**src/csd_pkg.sv**
```systemverilog
// package of encodings, phases and reset values for the compare/skip/decrement/branch slice
//
// Summary of operation
// RL1: compare-skip-greater subtracts working register from file unsigned and skips when file is larger.
// RL2: compare-skip-greater is decoded from upper byte 0011 0010 with an 8-bit file address.
// RL3: compare-skip-less is decoded from 0011 0000 and skips when file is below working register, no flags.
// RL4: decimal adjust adds 6 to the low nibble when it exceeds 9 or digit carry is set.
// RL5: decimal adjust adds 6 to the high nibble when it exceeds 9 or carry is set; only carry changes.
// RL6: decimal adjust uses 0010 111s; s=0 writes file and working register, s=1 the file only.
// RL7: decrement uses 0000 011d, computes file minus one, updates overflow, carry, digit carry, zero.
// RL8: destination bit 0 writes the working register, 1 writes back the file register.
// RL9: decrement-skip-zero uses 0001 011d and leaves all flags unchanged.
// RL10: decrement-skip-zero skips the fetched next instruction when the result is zero.
// RL11: decrement-skip-nonzero uses 0010 011d, no flags, skips when the result is non-zero.
// RL12: in-page branch uses top bits 110 and loads a 13-bit literal into pc bits 12..0.
// RL13: after the branch the latch gets literal bits 12..8 in 4..0 and pc bits 15..13 in 7..5.
// RL14: the in-page branch always takes two cycles, the second doing nothing.
// RL15: increment uses 0001 010d, computes file plus one, updates overflow, carry, digit carry, zero.
// RL16: each cycle has decode, read, process and write phases; a skipped slot does nothing.
package csd_pkg;

  localparam logic [7:0] OP_CMP_GT   = 8'h32;
  localparam logic [7:0] OP_CMP_LT   = 8'h30;
  localparam logic [6:0] OP_DEC_ADJ  = 7'h17;
  localparam logic [6:0] OP_DEC      = 7'h03;
  localparam logic [6:0] OP_DEC_SZ   = 7'h0B;
  localparam logic [6:0] OP_DEC_SNZ  = 7'h13;
  localparam logic [6:0] OP_INC      = 7'h0A;
  localparam logic [2:0] OP_BRANCH   = 3'h6;
  localparam logic [3:0] BCD_LIMIT   = 4'h9;
  localparam logic [3:0] BCD_FIX     = 4'h6;
  localparam logic [15:0] PC_RST     = 16'h0000;
  localparam logic [7:0] BYTE_RST    = 8'h00;
  localparam logic [1:0] PH_DECODE   = 2'h0;
  localparam logic [1:0] PH_READ     = 2'h1;
  localparam logic [1:0] PH_PROCESS  = 2'h2;
  localparam logic [1:0] PH_WRITE    = 2'h3;
  localparam int FLAG_C  = 0;
  localparam int FLAG_DC = 1;
  localparam int FLAG_Z  = 2;
  localparam int FLAG_OV = 3;

  typedef enum logic [1:0] {SLOT_EXEC, SLOT_SKIP, SLOT_BRIDLE} csd_slot_t;

  typedef enum logic [3:0] {
    K_NONE, K_CMPGT, K_CMPLT, K_DAW, K_DEC, K_DECSZ, K_DECSNZ, K_INC, K_BRANCH
  } csd_kind_t;

endpackage : csd_pkg

```
**src/csd_alu.sv**
```systemverilog
// arithmetic unit: increment, decrement, decimal adjust and compares
`timescale 1ns/10ps
module csd_alu
  import csd_pkg::*;
(
  input  csd_pkg::csd_kind_t kind,
  input  logic [7:0]         fileVal,
  input  logic [7:0]         working_register,
  input  logic [3:0]         flagsIn,
  output logic [7:0]         result,
  output logic [3:0]         flagsOut,
  output logic               skipCond
);
  logic [8:0] sum;
  logic [4:0] lowSum;
  logic [3:0] lowN;
  logic [4:0] highN;

  always_comb begin
    sum      = 9'h000;
    lowSum   = 5'h00;
    lowN     = working_register[3:0];
    highN    = {1'b0, working_register[7:4]};
    result   = fileVal;
    flagsOut = flagsIn;
    skipCond = 1'b0;
    case (kind)
      // RL1 unsigned greater compare
      K_CMPGT: skipCond = fileVal > working_register;
      // RL3 unsigned less compare
      K_CMPLT: skipCond = fileVal < working_register;
      K_DAW: begin
        // RL4 low nibble adjust
        if (working_register[3:0] > BCD_LIMIT || flagsIn[FLAG_DC]) begin
          lowN = working_register[3:0] + BCD_FIX;
        end
        // RL5 high nibble adjust, carry only
        if (working_register[7:4] > BCD_LIMIT || flagsIn[FLAG_C]) begin
          highN = {1'b0, working_register[7:4]} + {1'b0, BCD_FIX};
        end
        result = {highN[3:0], lowN};
        flagsOut[FLAG_C] = highN[4] | flagsIn[FLAG_C];
      end
      K_INC, K_DEC: begin
        // RL15 increment flags
        if (kind == K_INC) begin
          sum    = {1'b0, fileVal} + 9'h001;
          lowSum = {1'b0, fileVal[3:0]} + 5'h01;
          flagsOut[FLAG_OV] = (fileVal == 8'h7F);
        end else begin
          // RL7 decrement as add of all ones
          sum    = {1'b0, fileVal} + 9'h0FF;
          lowSum = {1'b0, fileVal[3:0]} + 5'h0F;
          flagsOut[FLAG_OV] = (fileVal == 8'h80);
        end
        result = sum[7:0];
        flagsOut[FLAG_C]  = sum[8];
        flagsOut[FLAG_DC] = lowSum[4];
        flagsOut[FLAG_Z]  = (sum[7:0] == 8'h00);
      end
      K_DECSZ, K_DECSNZ: begin
        result = fileVal - 8'h01;
        // RL10 skip on zero
        // RL11 skip on non-zero
        skipCond = (kind == K_DECSZ) ? (result == 8'h00) : (result != 8'h00);
      end
      default: result = fileVal;
    endcase
  end
endmodule : csd_alu

```
**src/csd_core.sv**
```systemverilog
// execution core for compare, skip, decrement, decimal adjust and in-page branch
`timescale 1ns/10ps
module csd_core
  import csd_pkg::*;
(
  input  logic        sys_clk,
  input  logic        arst_n,
  input  logic [15:0] instrWord,
  input  logic [7:0]  fileRdData,
  output logic [7:0]  fileAddr,
  output logic        fileRdEn,
  output logic        fileWrEn,
  output logic [7:0]  fileWrData,
  output logic [7:0]  workingReg,
  output logic [15:0] progCounter,
  output logic [7:0]  pcHighLatch,
  output logic [3:0]  statusFlags,
  output logic [1:0]  phase,
  output logic        fetchAdvance,
  output logic        slotIdle
);
  import csd_pkg::*;

  // ****************************************
  // phase sequencer and instruction register
  // ****************************************
  logic [1:0]  phase_r, phase_nxt;
  csd_slot_t   slot_r, slot_nxt;
  logic [15:0] ir_r, ir_nxt;
  logic [7:0]  fileVal_r, fileVal_nxt;
  logic [7:0]  w_r, w_nxt;
  logic [15:0] pc_r, pc_nxt;
  logic [7:0]  latch_r, latch_nxt;
  logic [3:0]  flags_r, flags_nxt;
  logic [7:0]  res_r, res_nxt;
  logic [3:0]  resFlags_r, resFlags_nxt;
  logic        skip_r, skip_nxt;
  logic        rdEn_r, rdEn_nxt;
  logic        wrEn_r, wrEn_nxt;
  logic [7:0]  wrData_r, wrData_nxt;
  logic        adv_r, adv_nxt;
  logic        idle_r, idle_nxt;

  csd_kind_t   kind;
  logic [7:0]  aluRes;
  logic [3:0]  aluFlags;
  logic        aluSkip;
  logic        dBit;

  function automatic csd_kind_t decode_kind(input logic [15:0] iw);
    csd_kind_t k;
    k = K_NONE;
    // RL2 greater compare pattern
    if (iw[15:8] == OP_CMP_GT) k = K_CMPGT;
    // RL3 less compare pattern
    else if (iw[15:8] == OP_CMP_LT) k = K_CMPLT;
    // RL6 decimal adjust pattern
    else if (iw[15:9] == OP_DEC_ADJ) k = K_DAW;
    // RL7 decrement pattern
    else if (iw[15:9] == OP_DEC) k = K_DEC;
    // RL9 skip-zero pattern
    else if (iw[15:9] == OP_DEC_SZ) k = K_DECSZ;
    // RL11 skip-nonzero pattern
    else if (iw[15:9] == OP_DEC_SNZ) k = K_DECSNZ;
    // RL15 increment pattern
    else if (iw[15:9] == OP_INC) k = K_INC;
    // RL12 branch pattern
    else if (iw[15:13] == OP_BRANCH) k = K_BRANCH;
    return k;
  endfunction : decode_kind

  assign kind = decode_kind(ir_r);
  assign dBit = ir_r[8];

  csd_alu u_alu (
    .kind     (kind),
    .fileVal  (fileVal_r),
    .working_register     (w_r),
    .flagsIn  (flags_r),
    .result   (aluRes),
    .flagsOut (aluFlags),
    .skipCond (aluSkip)
  );

  always_comb begin
    phase_nxt    = phase_r + 2'h1;
    slot_nxt     = slot_r;
    ir_nxt       = ir_r;
    fileVal_nxt  = fileVal_r;
    w_nxt        = w_r;
    pc_nxt       = pc_r;
    latch_nxt    = latch_r;
    flags_nxt    = flags_r;
    res_nxt      = res_r;
    resFlags_nxt = resFlags_r;
    skip_nxt     = skip_r;
    rdEn_nxt     = 1'b0;
    wrEn_nxt     = 1'b0;
    wrData_nxt   = wrData_r;
    adv_nxt      = 1'b0;
    idle_nxt     = (slot_r != SLOT_EXEC);
    // RL16 four phases per cycle
    case (phase_r)
      PH_DECODE: begin
        if (slot_r == SLOT_EXEC) begin
          ir_nxt = instrWord;
        end
      end
      PH_READ: begin
        if (slot_r == SLOT_EXEC && kind != K_BRANCH && kind != K_NONE) begin
          rdEn_nxt = 1'b1;
        end
        fileVal_nxt = fileRdData;
      end
      PH_PROCESS: begin
        if (slot_r == SLOT_EXEC) begin
          res_nxt      = aluRes;
          resFlags_nxt = aluFlags;
          skip_nxt     = aluSkip;
        end
      end
      PH_WRITE: begin
        adv_nxt  = 1'b1;
        slot_nxt = SLOT_EXEC;
        if (slot_r == SLOT_EXEC) begin
          case (kind)
            K_DAW: begin
              wrEn_nxt   = 1'b1;
              wrData_nxt = res_r;
              // RL6 s=0 also loads working register
              if (!dBit) w_nxt = res_r;
              flags_nxt = resFlags_r;
            end
            K_DEC, K_INC: begin
              // RL8 destination select
              if (dBit) begin
                wrEn_nxt   = 1'b1;
                wrData_nxt = res_r;
              end else begin
                w_nxt = res_r;
              end
              flags_nxt = resFlags_r;
            end
            K_DECSZ, K_DECSNZ: begin
              // RL8 destination select
              if (dBit) begin
                wrEn_nxt   = 1'b1;
                wrData_nxt = res_r;
              end else begin
                w_nxt = res_r;
              end
              // RL10 idle slot on skip
              if (skip_r) slot_nxt = SLOT_SKIP;
            end
            K_CMPGT, K_CMPLT: begin
              // RL1 idle slot on skip
              if (skip_r) slot_nxt = SLOT_SKIP;
            end
            K_BRANCH: begin
              // RL12 low 13 bits loaded
              pc_nxt = {pc_r[15:13], ir_r[12:0]};
              // RL13 latch update
              latch_nxt = {pc_r[15:13], ir_r[12:8]};
              // RL14 second cycle idle
              slot_nxt = SLOT_BRIDLE;
            end
            default: begin
            end
          endcase
          if (kind != K_BRANCH) pc_nxt = pc_r + 16'h0001;
        end else if (slot_r == SLOT_SKIP) begin
          // skipped slot: counter moves past the discarded word only
          pc_nxt = pc_r + 16'h0001;
        end
        // RL14 branch idle slot holds the target while it is fetched
      end
      default: begin
      end
    endcase
  end

  always_ff @(posedge sys_clk or negedge arst_n) begin
    if (!arst_n) begin
      phase_r    <= PH_DECODE;
      slot_r     <= SLOT_EXEC;
      ir_r       <= 16'h0000;
      fileVal_r  <= BYTE_RST;
      w_r        <= BYTE_RST;
      pc_r       <= PC_RST;
      latch_r    <= BYTE_RST;
      flags_r    <= 4'h0;
      res_r      <= BYTE_RST;
      resFlags_r <= 4'h0;
      skip_r     <= 1'b0;
      rdEn_r     <= 1'b0;
      wrEn_r     <= 1'b0;
      wrData_r   <= BYTE_RST;
      adv_r      <= 1'b0;
      idle_r     <= 1'b0;
    end else begin
      phase_r    <= phase_nxt;
      slot_r     <= slot_nxt;
      ir_r       <= ir_nxt;
      fileVal_r  <= fileVal_nxt;
      w_r        <= w_nxt;
      pc_r       <= pc_nxt;
      latch_r    <= latch_nxt;
      flags_r    <= flags_nxt;
      res_r      <= res_nxt;
      resFlags_r <= resFlags_nxt;
      skip_r     <= skip_nxt;
      rdEn_r     <= rdEn_nxt;
      wrEn_r     <= wrEn_nxt;
      wrData_r   <= wrData_nxt;
      adv_r      <= adv_nxt;
      idle_r     <= idle_nxt;
    end
  end

  // ****************************************
  // outputs
  // ****************************************
  logic [7:0] addr_r;
  always_ff @(posedge sys_clk or negedge arst_n) begin
    if (!arst_n) begin
      addr_r <= BYTE_RST;
    end else begin
      addr_r <= ir_nxt[7:0];
    end
  end

  assign fileAddr     = addr_r;
  assign fileRdEn     = rdEn_r;
  assign fileWrEn     = wrEn_r;
  assign fileWrData   = wrData_r;
  assign workingReg   = w_r;
  assign progCounter  = pc_r;
  assign pcHighLatch  = latch_r;
  assign statusFlags  = flags_r;
  assign phase        = phase_r;
  assign fetchAdvance = adv_r;
  assign slotIdle     = idle_r;
endmodule : csd_core

```
**config.mk**
```make
export PLATFORM = sky130hd
export DESIGN_NAME = csd_core
export DESIGN_NICKNAME = d
export VERILOG_FILES = /design/src/csd_pkg.sv /design/src/csd_alu.sv /design/src/csd_core.sv
export SDC_FILE = /design/constraint.sdc
export NUM_CORES = 1
export LEC_CHECK = 0
export BUFFER_PORTS_ARGS = -buffer_cell sky130_fd_sc_hd__buf_2
export CAP_MARGIN = 30
export CORE_MARGIN = 10
export CORE_UTILIZATION = 52
export DETAILED_ROUTE_END_ITERATION = 6
export GPL_TIMING_DRIVEN = 0
export HOLD_SLACK_MARGIN = 0.12
export PLACE_DENSITY = 0.77
export RECOVER_POWER = 100
export SLEW_MARGIN = 30
export SYNTH_ARGS = -nofsm -noshare
export SYNTH_HDL_FRONTEND = slang
export SYNTH_HIERARCHICAL = 1
export SYNTH_SLANG_ARGS = --single-unit
```
**constraint.sdc**
```tcl
create_clock -name sys_clk -period 3.3 [get_ports sys_clk]
set_input_delay 0.66 -clock sys_clk [delete_from_list [all_inputs] [get_ports sys_clk]]
set_output_delay 0.66 -clock sys_clk [all_outputs]
set_load 0.005 [all_outputs]
```
==> results of run 1 <==
[metal layers]
| layer | global-route usage, % | wire length [µm] |
|---|---|---|
| met4 | 7.77 | 300 |
| met1 | 21.6 | 5700 |
| met5 | 0 | 0 |
| met3 | 4.69 | 809 |
| met2 | 31.9 | 7040 |
[what timing repair did]
action	in CTS	in global routing
gates cloned	0	0
resized for setup	11	27
pin swaps	1	10
endpoints found under the setup margin	8	5
setup buffers	4	18
endpoints found under the hold margin	0	0
[state kept, by name, summed over array words and instances, names as in the netlist, 2 cells and up]
signal       count
pcHighLatch      8
resFlags_r       4
workingReg       8
phase            2
ir_r            16
progCounter     16
fileVal_r        8
res_r            8
fileWrData       8
statusFlags      4
slot_r           2
[through the flow]
step | utilization (%) | hold WS, ns | std cells
after global routing | 64.9 | 0.507 | 728
after global placement | 59.0 | 0.475 | 690
after detailed placement | 59.3 | 0.482 | 691
after CTS | 62.3 | 0.182 | 710
after floorplan | - | 0.364 | 474
final | 64.9 | 0.491 | 728
[layout make-up]
class,count,area [µm²]
flip-flops and latches,89,2230
fillers,804,3410
plain buffers,21,131
repair buffers,106,604
clock inverters,5,87.6
clock buffers,11,141
well taps,133,166
multi-input cells,345,2890
inverters,18,67.6
[logic make-up (layout without fill, tap and decap cells)]
logic type	Yosys count	in the layout	share of synthesized area (%)
DFF	89	89	43.2
xor gates and xnor gates	13	13	2.21
and+or+nand+nor	126	126	14.1
buffers and inverters	40	161	3.89
AOI/OAI and AO/OA	111	111	14.4
muxes	66	66	15.0
adders and majority gates	29	29	7.19
[placed cells by master (no fill, tap or decap), types with 4 or more instances in the layout]
master     instances
a21oi_1           18
a21oi_2            4
a22oi_1            4
a2bb2oi_1          9
buf_2             83
buf_4             31
clkbuf_1          11
clkbuf_8          10
dfrtp_1           85
dfrtp_2            4
ha_1              24
ha_4               4
inv_1             17
mux2_2            56
mux2_4             8
nand2_1           34
nand3_1           13
nand4_1           11
nor2_1            14
nor2b_1            5
nor3_1             9
o211ai_1           8
o21ai_0           24
o21ai_2            4
o22ai_1            8
or3_1              4
xnor2_1            8
xor2_1             4
[path summary, 6_finish.rpt]
check / start / slack [ns] / endpoint / depth (start not counted)
max: ir_r[10]$_DFFE_PN0P_ / 0.07 / resFlags_r[2]$_DFFE_PN0P_ / 14
max in group asynchronous: arst_n / 1.17 / workingReg[5]$_DFFE_PN0P_ / 1
max reg2reg: ir_r[10]$_DFFE_PN0P_ / 0.07 / resFlags_r[2]$_DFFE_PN0P_ / 14
min: progCounter[15]$_DFFE_PN0P_ / 0.49 / progCounter[15]$_DFFE_PN0P_ / 1
min in group asynchronous: arst_n / 0.91 / fileVal_r[3]$_DFFE_PN0P_ / 1
min reg2reg: progCounter[15]$_DFFE_PN0P_ / 0.49 / progCounter[15]$_DFFE_PN0P_ / 1
[worst register-to-register path: stages (launching register included)]
cell      delay [ns]
dfrtp_1         0.38
buf_4           0.18
nor4b_4         0.34
o21bai_4        0.18
a32o_2          0.25
nand3_4         0.14
buf_4           0.18
ha_4            0.28
nand3_1         0.11
a31o_2          0.24
a21oi_2         0.13
xnor2_1         0.15
nand4_1         0.15
o31ai_2         0.29
mux2_2          0.19
[power by group through the flow]
stage	sequential [mW]	combinational, mW	clock, mW
floorplan	1.40	0.383	0
global route	1.46	0.768	0.932
CTS	1.42	0.656	0.888
detailed placement	1.44	0.651	0
global placement	1.43	0.626	0
finish	1.43	0.688	0.867
==> out/results.ini, run 1 <==
[placement]
dp_hpwl_um = 9730
preCtsSetupSlack_ns = -0.597
io_buffers = 83
postPlaceCellArea_mm2 = 0.00577
routabilityCongestion = 0.904

[setup_path]
worstPathRequired_ns = 3.60
crit_chain = buf_4, nor4b_4, o21bai_4, a32o_2, nand3_4, buf_4, ha_4, nand3_1, a31o_2, a21oi_2, xnor2_1, nand4_1, o31ai_2, mux2_2
crit_arrival_ns = 3.53
slowest_stage = dfrtp_1
cpMostUsedCell = buf_4
crit_family = compound AO/OA/AOI/OAI gates
endpoint_kind = flip-flop
critPathKind = flip-flop to flip-flop
cp.buffers_inverters = 2
slowest_delay_ns = 0.38
crit_path_start_kind = flip-flop
crit_fanout = 9

[final_layout]
drive_above_1_share_pct = 40.5
fin_nets = 645
area_growth_pct = 22.6
final_area_mm2 = 0.00632
diodes = 0

[global_route]
grt_usage_pct = 18.6
grt_pass1_vias = 4398
globalRouteOverflowTotal = 0
grt_pass1_wl_um = 21900
grt_max_degree = 53
antenna_found_initial = 0

[job]
max_cap_viol_count = 1

[die]
rows = 36
die_x_um = 120
start_util_pct = 53.0
dieArea_mm2 = 0.0143
core_mm2 = 0.00973
die_y_um = 120
num_io_pins = 84

[timing]
worst_clock_skew_ns = 0.0161
finalHoldViolations = 0
period_share_pct = 97.8
period_minus_slack_ns = 3.23
maxSlewViolCount = 38
fin_setup_tns_ns = 0
setup_viol = 0
timing.final.ws_setup_ns = 0.0738
tightest_slew_ns = 2.14
relSlewSlack_pct = -42.4
fmax_mhz = 310

[detailed_routing]
drc_errors = 0
vias = 4279
vias_per_cell = 5.88
routedWlPerCell_um = 19.0
first_pass_iters = 5
ant_nets = 0
drt-initial-drc-count = 294
routed_wl_um = 13800

[clock_network]
cts_root_buf = clkbuf_8
hold_buffers = 0
cts_tree = yes
cts_buffers = 9
cts.path.max_buffers = 2
clk_pin_slew_ns = 0.09
htree_levels = 3
clock_latency_ns = 0.36
cts_sinks = 89

[pwr]
peakVddDrop_uv = 290
pwr_density_cell_mw_per_mm2 = 472
internal_power_mw = 2.05
p_switching_mw = 0.939
p_sw_share_pct = 31.5
clock_power_share_pct = 29.0
leakage_nw = 2.86
totalPowerFinal_mw = 2.99
pwr-share-seq_pct = 47.9
pwr-share-comb_pct = 23.0

[status]
failed_checks = capacitance limit, slew limit
status = finished with violations

[synthesis]
synth_edf_count = 0
netlist_instances = 474
yosysUniqueCellTypes = 72
synth-seq-cells = 89
yosys.area.top_type_share_pct = 43.2
synth_commonest_cells = dfrtp_1 (89), mux2_2 (56), nand2_1 (34)
ys_seq_area_share_pct = 43.2
synth-main-ff-cell = dfrtp_1
synth_most_common_cell = dfrtp_1
syn_area_mm2 = 0.00515
synth.area.top_cells = dfrtp_1 (43%), mux2_2 (12%), ha_1 (6.8%)
syn_nets = 529
ys.warnings.count = 6
yosys.area.top_type = dfrtp_1
async_reset_ff_share_pct = 100
synth_area_per_cell_um2 = 10.9

[worst_hold_path]
min_path_type = flip-flop to flip-flop

(Power assumes the default switching activity.)
==> inputs of run 2 (changes only) <==
--- a/config.mk
+++ b/config.mk
@@ -8,11 +8,11 @@
 export BUFFER_PORTS_ARGS = -buffer_cell sky130_fd_sc_hd__buf_2
 export CAP_MARGIN = 30
 export CORE_MARGIN = 10
-export CORE_UTILIZATION = 52
+export CORE_UTILIZATION = 57
 export DETAILED_ROUTE_END_ITERATION = 6
 export GPL_TIMING_DRIVEN = 0
 export HOLD_SLACK_MARGIN = 0.12
-export PLACE_DENSITY = 0.77
+export PLACE_DENSITY = 0.8
 export RECOVER_POWER = 100
 export SLEW_MARGIN = 30
 export SYNTH_ARGS = -nofsm -noshare
==> constraint.sdc (replaced) <==
create_clock -name sys_clk -period 3.5 [get_ports sys_clk]
set_input_delay 0.7 -clock sys_clk [delete_from_list [all_inputs] [get_ports sys_clk]]
set_output_delay 0.7 -clock sys_clk [all_outputs]
set_load 0.005 [all_outputs]
==> out/results.ini, run 2 (synthesis results as in run 1) <==
[setup_path]
timing.reg2reg.setup_slack_ns = 0.09  ; was 0.07 ns
critPathKind = flip-flop to flip-flop  ; unchanged
endpoint_kind = flip-flop  ; unchanged
r2r_end = resFlags_r[2]$_DFFE_PN0P_  ; unchanged
crit_fanout = 11  ; was 9
slowest_stage = ha_1  ; was dfrtp_1
crit_path_start_kind = flip-flop  ; unchanged
cpMostUsedCell = nor3_2  ; was buf_4
crit_family = simple AND/OR/NAND/NOR gates  ; was compound AO/OA/AOI/OAI gates
cp.buffers_inverters = 1  ; was 2
worstPathRequired_ns = 3.74  ; was 3.60 ns
slowest_delay_ns = 0.38  ; about the same
reg2reg_depth = 13  ; was 14
crit_arrival_ns = 3.65  ; was 3.53 ns
crit_chain = clkbuf_4, nor4b_4, o21bai_1, a32o_2, nand3_4, ha_1, o21ai_0, a21oi_1, nor3_2, nor2_1, nor3_2, o31ai_2, mux2_2  ; was buf_4, nor4b_4, o21bai_4, a32o_2, nand3_4, buf_4, ha_4, nand3_1, a31o_2, a21oi_2, xnor2_1, nand4_1, o31ai_2, mux2_2
r2r_start = ir_r[10]$_DFFE_PN0P_  ; unchanged

[detailed_routing]
vias_per_cell = 6.13  ; was 5.88
met2_wirelength_um = 6320  ; was 7040 µm
drt-initial-drc-count = 397  ; was 294
dr.max_layer_used = met4  ; unchanged
routedWlPerCell_um = 19.2  ; was 19.0 µm
ant_nets = 0  ; unchanged
vias = 4218  ; was 4,279
met1Wirelength_um = 5680  ; was 5700 µm
first_pass_iters = 5  ; unchanged
drc_errors = 0  ; unchanged
routed_wl_um = 13200  ; was 13,800 µm
met3_length_um = 969  ; was 809 µm

[timing]
fin_setup_tns_ns = 0  ; unchanged
tightest_slew_ns = 2.34  ; was 2.14 ns
period_share_pct = 97.4  ; was 97.8%
finalHoldViolations = 0  ; unchanged
relSlewSlack_pct = -56.0  ; was -42.4%
maxSlewViolCount = 42  ; was 38
period_minus_slack_ns = 3.41  ; was 3.23 ns
fmax_mhz = 293  ; was 310 MHz
rsz0062_at_grt = false
worst_clock_skew_ns = 0.0155  ; was 0.0161 ns
setup_viol = 0  ; unchanged

[global_route]
antenna_found_initial = 0  ; unchanged
grt_pass1_vias = 4277  ; was 4,398
grt_usage_pct = 19.3  ; was 18.6%
globalRouteOverflowTotal = 0  ; unchanged
grt_max_degree = 49  ; was 53
grt_pass1_wl_um = 21000  ; was 21,900 µm

[final_layout]
drive_above_1_share_pct = 27.4  ; was 40.5%
area_growth_pct = 15.1  ; was 22.6%
final_common_cell = dfrtp_1  ; unchanged
final_area_mm2 = 0.00593  ; was 0.00632 mm²
diodes = 0  ; unchanged
utilization_pct = 67.7  ; was 64.9%
fin_nets = 630  ; was 645
layout_common_cells = dfrtp_1 (88), mux2_2 (56), clkbuf_1 (50)  ; was dfrtp_1 (85), buf_2 (83), mux2_2 (56)

[clock_network]
htree_levels = 3  ; unchanged
clk_pin_slew_ns = 0.10  ; was 0.09 ns
cts_sinks = 89  ; unchanged
hold_buffers = 0  ; unchanged
cts_root_buf = clkbuf_8  ; unchanged
cts.path.max_buffers = 2  ; unchanged
clock_latency_ns = 0.36  ; about the same
cts_buffers = 9  ; unchanged
cts_tree = yes  ; unchanged

[die]
start_util_pct = 58.8  ; was 53.0%
die_x_um = 115  ; was 120 µm
rows = 34  ; was 36
num_io_pins = 84  ; unchanged
core_mm2 = 0.00876  ; was 0.00973 mm²
die_y_um = 115  ; was 120 µm
dieArea_mm2 = 0.0132  ; was 0.0143 mm²

[job]
max_cap_viol_count = 1  ; unchanged

[placement]
dp_hpwl_um = 9760  ; was 9730 µm
postPlaceCellArea_mm2 = 0.00574  ; was 0.00577 mm²
routabilityCongestion = 0.955  ; was 0.904
io_buffers = 83  ; unchanged

[pwr]
pwr_density_cell_mw_per_mm2 = 443  ; was 472 mW/mm²
totalPowerFinal_mw = 2.63  ; was 2.99 mW
peakVddDrop_uv = 300  ; was 290 µV
leakage_nw = 2.58  ; was 2.86 nW

[worst_hold_path]
min-delay-start = pcHighLatch[2]$_DFFE_PN0P_  ; was progCounter[15]$_DFFE_PN0P_
hold_depth = 1  ; unchanged
whs_endpoint = pcHighLatch[2]$_DFFE_PN0P_  ; was progCounter[15]$_DFFE_PN0P_
min_path_type = flip-flop to flip-flop  ; unchanged

[status]
failed_checks = capacitance limit, slew limit  ; unchanged
status = finished with violations  ; unchanged

[run 2: cell count changes in the layout (fill, tap and decap cells not counted), sizes merged]
cell	change
buf	-64
bufinv	-2
clkbuf	+47
clkinv	+2
inv	+2
[run 2: cell type report]
class / instances / area (µm²)
Buffer: 21 / 123
Clock inverter: 7 / 63.8
Clock buffer: 9 / 124
Inverter: 18 / 67.6
Timing Repair Buffer: 91 / 443
Tap cell: 108 / 135
Sequential cell: 89 / 2230
Fill cell: 708 / 2830
Multi-Input combinational cell: 345 / 2750
[run 2: stage by stage]
step | std cells | worst slack [ns] | hold slack, ns
6_report | 688 | 0.0900 | 0.515
3_3_place_gp | 665 | -0.546 | 0.483
4_1_cts | 682 | 0.00599 | 0.239
2_1_floorplan | 474 | 0.180 | 0.404
3_5_place_dp | 666 | -0.684 | 0.490
5_1_grt | 688 | 0.00856 | 0.530
[run 2: per-layer routing]
| layer | vias to the layer above | track usage, % |
|---|---|---|
| met5 | - | 0 |
| li1 | 1948 | - |
| met2 | 190 | 30.6 |
| met1 | 2060 | 25.7 |
| met4 | 0 | 6.60 |
| met3 | 20 | 4.01 |
[run 2: where the power goes]
group | switching (mW) | internal [mW] | total (mW)
clock | 0.419 | 0.272 | 0.691
combinational | 0.302 | 0.285 | 0.587
sequential | 0.189 | 1.16 | 1.35
[run 2: worst max-delay path by stage]
| stage | depth (start not counted) | from | slack, ns | endpoint |
|---|---|---|---|---|
| after floorplan | 13 | ir_r[12]$_DFFE_PN0P_ | 0.18 | resFlags_r[2]$_DFFE_PN0P_ |
| after detailed placement | 13 | ir_r[12]$_DFFE_PN0P_ | -0.68 | resFlags_r[2]$_DFFE_PN0P_ |
| final | 13 | ir_r[10]$_DFFE_PN0P_ | 0.09 | resFlags_r[2]$_DFFE_PN0P_ |
| after CTS | 13 | ir_r[10]$_DFFE_PN0P_ | 0.006 | resFlags_r[2]$_DFFE_PN0P_ |
| after global routing | 13 | ir_r[10]$_DFFE_PN0P_ | 0.009 | resFlags_r[2]$_DFFE_PN0P_ |
| after global placement | 13 | ir_r[12]$_DFFE_PN0P_ | -0.55 | resFlags_r[2]$_DFFE_PN0P_ |
[run 2: repair_timing]
action | CTS | global route
pin swaps | 1 | 0
buffers inserted | 1 | 6
resized for setup | 9 | 7
setup endpoints to repair | 10 | 5
==> inputs of run 3 (changes only) <==
--- a/config.mk
+++ b/config.mk
@@ -7,6 +7,7 @@
 export LEC_CHECK = 0
 export BUFFER_PORTS_ARGS = -buffer_cell sky130_fd_sc_hd__buf_2
 export CAP_MARGIN = 30
+export CORE_ASPECT_RATIO = 0.7
 export CORE_MARGIN = 10
 export CORE_UTILIZATION = 57
 export DETAILED_ROUTE_END_ITERATION = 6
==> out/results.ini, run 3 (synthesis results as in run 1) <==
[setup_path]
crit_fanout = 11  ; unchanged
worstPathRequired_ns = 3.73  ; was 3.74 ns
endpoint_kind = flip-flop  ; unchanged
critPathKind = flip-flop to flip-flop  ; unchanged
crit_arrival_ns = 3.72  ; was 3.65 ns
reg2reg_depth = 13  ; unchanged
crit_path_start_kind = flip-flop  ; unchanged
timing.reg2reg.setup_slack_ns = 0.008  ; was 0.09 ns

[timing]
worst_clock_skew_ns = 0.00865  ; was 0.0155 ns
setup_viol = 0  ; unchanged
maxSlewViolCount = 43  ; was 42
period_minus_slack_ns = 3.49  ; was 3.41 ns
finalHoldViolations = 0  ; unchanged
fmax_mhz = 286  ; was 293 MHz
relSlewSlack_pct = -66.7  ; was -56.0%
tightest_slew_ns = 2.50  ; was 2.34 ns
period_share_pct = 99.8  ; was 97.4%
whs_ns = 0.489  ; was 0.515 ns

[global_route]
grt_usage_pct = 20.2  ; was 19.3%
grt_pass1_vias = 4162  ; was 4,277
globalRouteOverflowTotal = 0  ; unchanged
grt_pass1_wl_um = 21900  ; was 21,000 µm
grt_max_degree = 48  ; was 49
antenna_found_initial = 0  ; unchanged

[detailed_routing]
vias = 4295  ; was 4,218
drc_errors = 0  ; unchanged
drt-initial-drc-count = 305  ; was 397
routedWlPerCell_um = 20.0  ; was 19.2 µm
first_pass_iters = 5  ; unchanged
routed_wl_um = 14000  ; was 13,200 µm
ant_nets = 0  ; unchanged
vias_per_cell = 6.15  ; was 6.13

[final_layout]
final_area_mm2 = 0.00601  ; was 0.00593 mm²
diodes = 0  ; unchanged
area_growth_pct = 16.6  ; was 15.1%
layout_common_cells = dfrtp_1 (88), clkbuf_1 (58), mux2_2 (56)  ; was dfrtp_1 (88), mux2_2 (56), clkbuf_1 (50)
final_common_cell = dfrtp_1  ; unchanged
drive_above_1_share_pct = 25.4  ; was 27.4%
fillerInstances = 709  ; was 708
utilization_pct = 69.7  ; was 67.7%
stdcell_count = 698  ; was 688
fin_nets = 628  ; was 630

[clock_network]
cts_root_buf = clkbuf_16  ; was clkbuf_8
cts.path.max_buffers = 2  ; unchanged
hold_buffers = 0  ; unchanged
clock_latency_ns = 0.34  ; was 0.36 ns
clk_pin_slew_ns = 0.06  ; was 0.10 ns
cts_buffers = 9  ; unchanged
htree_levels = 3  ; unchanged
cts_sinks = 89  ; unchanged
cts_tree = yes  ; unchanged

[status]
failed_checks = capacitance limit, slew limit  ; unchanged
status = finished with violations  ; unchanged

[die]
start_util_pct = 59.8  ; was 58.8%
die_x_um = 134  ; was 115 µm
core_mm2 = 0.00862  ; was 0.00876 mm²
dieArea_mm2 = 0.0133  ; was 0.0132 mm²
rows = 28  ; was 34
num_io_pins = 84  ; unchanged
die_y_um = 99.5  ; was 115 µm

[placement]
postPlaceCellArea_mm2 = 0.00575  ; was 0.00574 mm²
routabilityCongestion = 0.960  ; was 0.955
dp_hpwl_um = 10300  ; was 9760 µm
io_buffers = 83  ; unchanged
placed_cells = 678  ; was 666

[pwr]
leakage_nw = 2.59  ; was 2.58 nW
totalPowerFinal_mw = 2.86  ; was 2.63 mW
peakVddDrop_uv = 350  ; was 300 µV
pwr_density_cell_mw_per_mm2 = 477  ; was 443 mW/mm²

[worst_hold_path]
min_path_type = flip-flop to flip-flop  ; unchanged
hold_depth = 2  ; was 1

[job]
max_cap_viol_count = 1  ; unchanged

[run 3: cell type report]
class	count	area [µm²]	share of cell area, %
Clock inverter	6	42.5	0.708
Clock buffer	10	239	3.98
Timing Repair Buffer	89	415	6.92
Sequential cell	89	2230	37.1
Buffer	21	119	1.98
Multi-Input combinational cell	345	2750	45.7
Tap cell	120	150	2.50
Inverter	18	67.6	1.12
[run 3: report_power, final]
group / internal, mW / switching (mW) / leakage, nW
clock network: 0.501 / 0.404 / 0.135
registers: 1.17 / 0.190 / 1.11
logic: 0.285 / 0.317 / 1.34
total: 1.95 / 0.912 / 2.59
[run 3: per-layer routing]
layer	vias to the layer above	share of wire [%]	GRT usage, %
met2	221	45	30.5
met5	-	0	0
met3	17	9.4	6.93
li1	1949	-	-
met1	2108	45	27.2
met4	0	0.96	4.92
[run 3: repair_timing]
action / CTS / global route
buffers inserted: 4 / 1
endpoints found under the setup margin: 10 / 5
pin swaps: 1 / 0
resized for setup: 9 / 6
endpoints found under the hold margin: 0 / 0
[run 3: critical path: stages (launching register included)]
cell      delay, ns
dfrtp_1        0.45
nand3b_1       0.34
inv_1          0.35
nor2b_4        0.09
nand3_4        0.18
inv_1          0.12
fa_1           0.46
nand2b_1       0.19
a21oi_1        0.38
nor3_2         0.11
nor2_1         0.15
nor3_2         0.09
a21o_1         0.21
mux2_2         0.26
[run 3: through the flow]
step / setup TNS [ns] / setup slack (ns)
after floorplan: 0 / 0.180
after CTS: 0 / 0.0271
final: 0 / 0.00785
after global routing: -0.0722 / -0.0502
after detailed placement: -4.04 / -0.799
after global placement: -1.95 / -0.526
[run 3: path summary, 6_finish.rpt]
| kind | endpoint | start |
|---|---|---|
| max | res_r[6]$_DFFE_PN0P_ | ir_r[13]$_DFFE_PN0P_ |
| min | pcHighLatch[3]$_DFFE_PN0P_ | pcHighLatch[3]$_DFFE_PN0P_ |
| max reg2reg | res_r[6]$_DFFE_PN0P_ | ir_r[13]$_DFFE_PN0P_ |
| min reg2reg | pcHighLatch[3]$_DFFE_PN0P_ | pcHighLatch[3]$_DFFE_PN0P_ |
| max in group asynchronous | pcHighLatch[3]$_DFFE_PN0P_ | arst_n |
| min in group asynchronous | fileVal_r[6]$_DFFE_PN0P_ | arst_n |
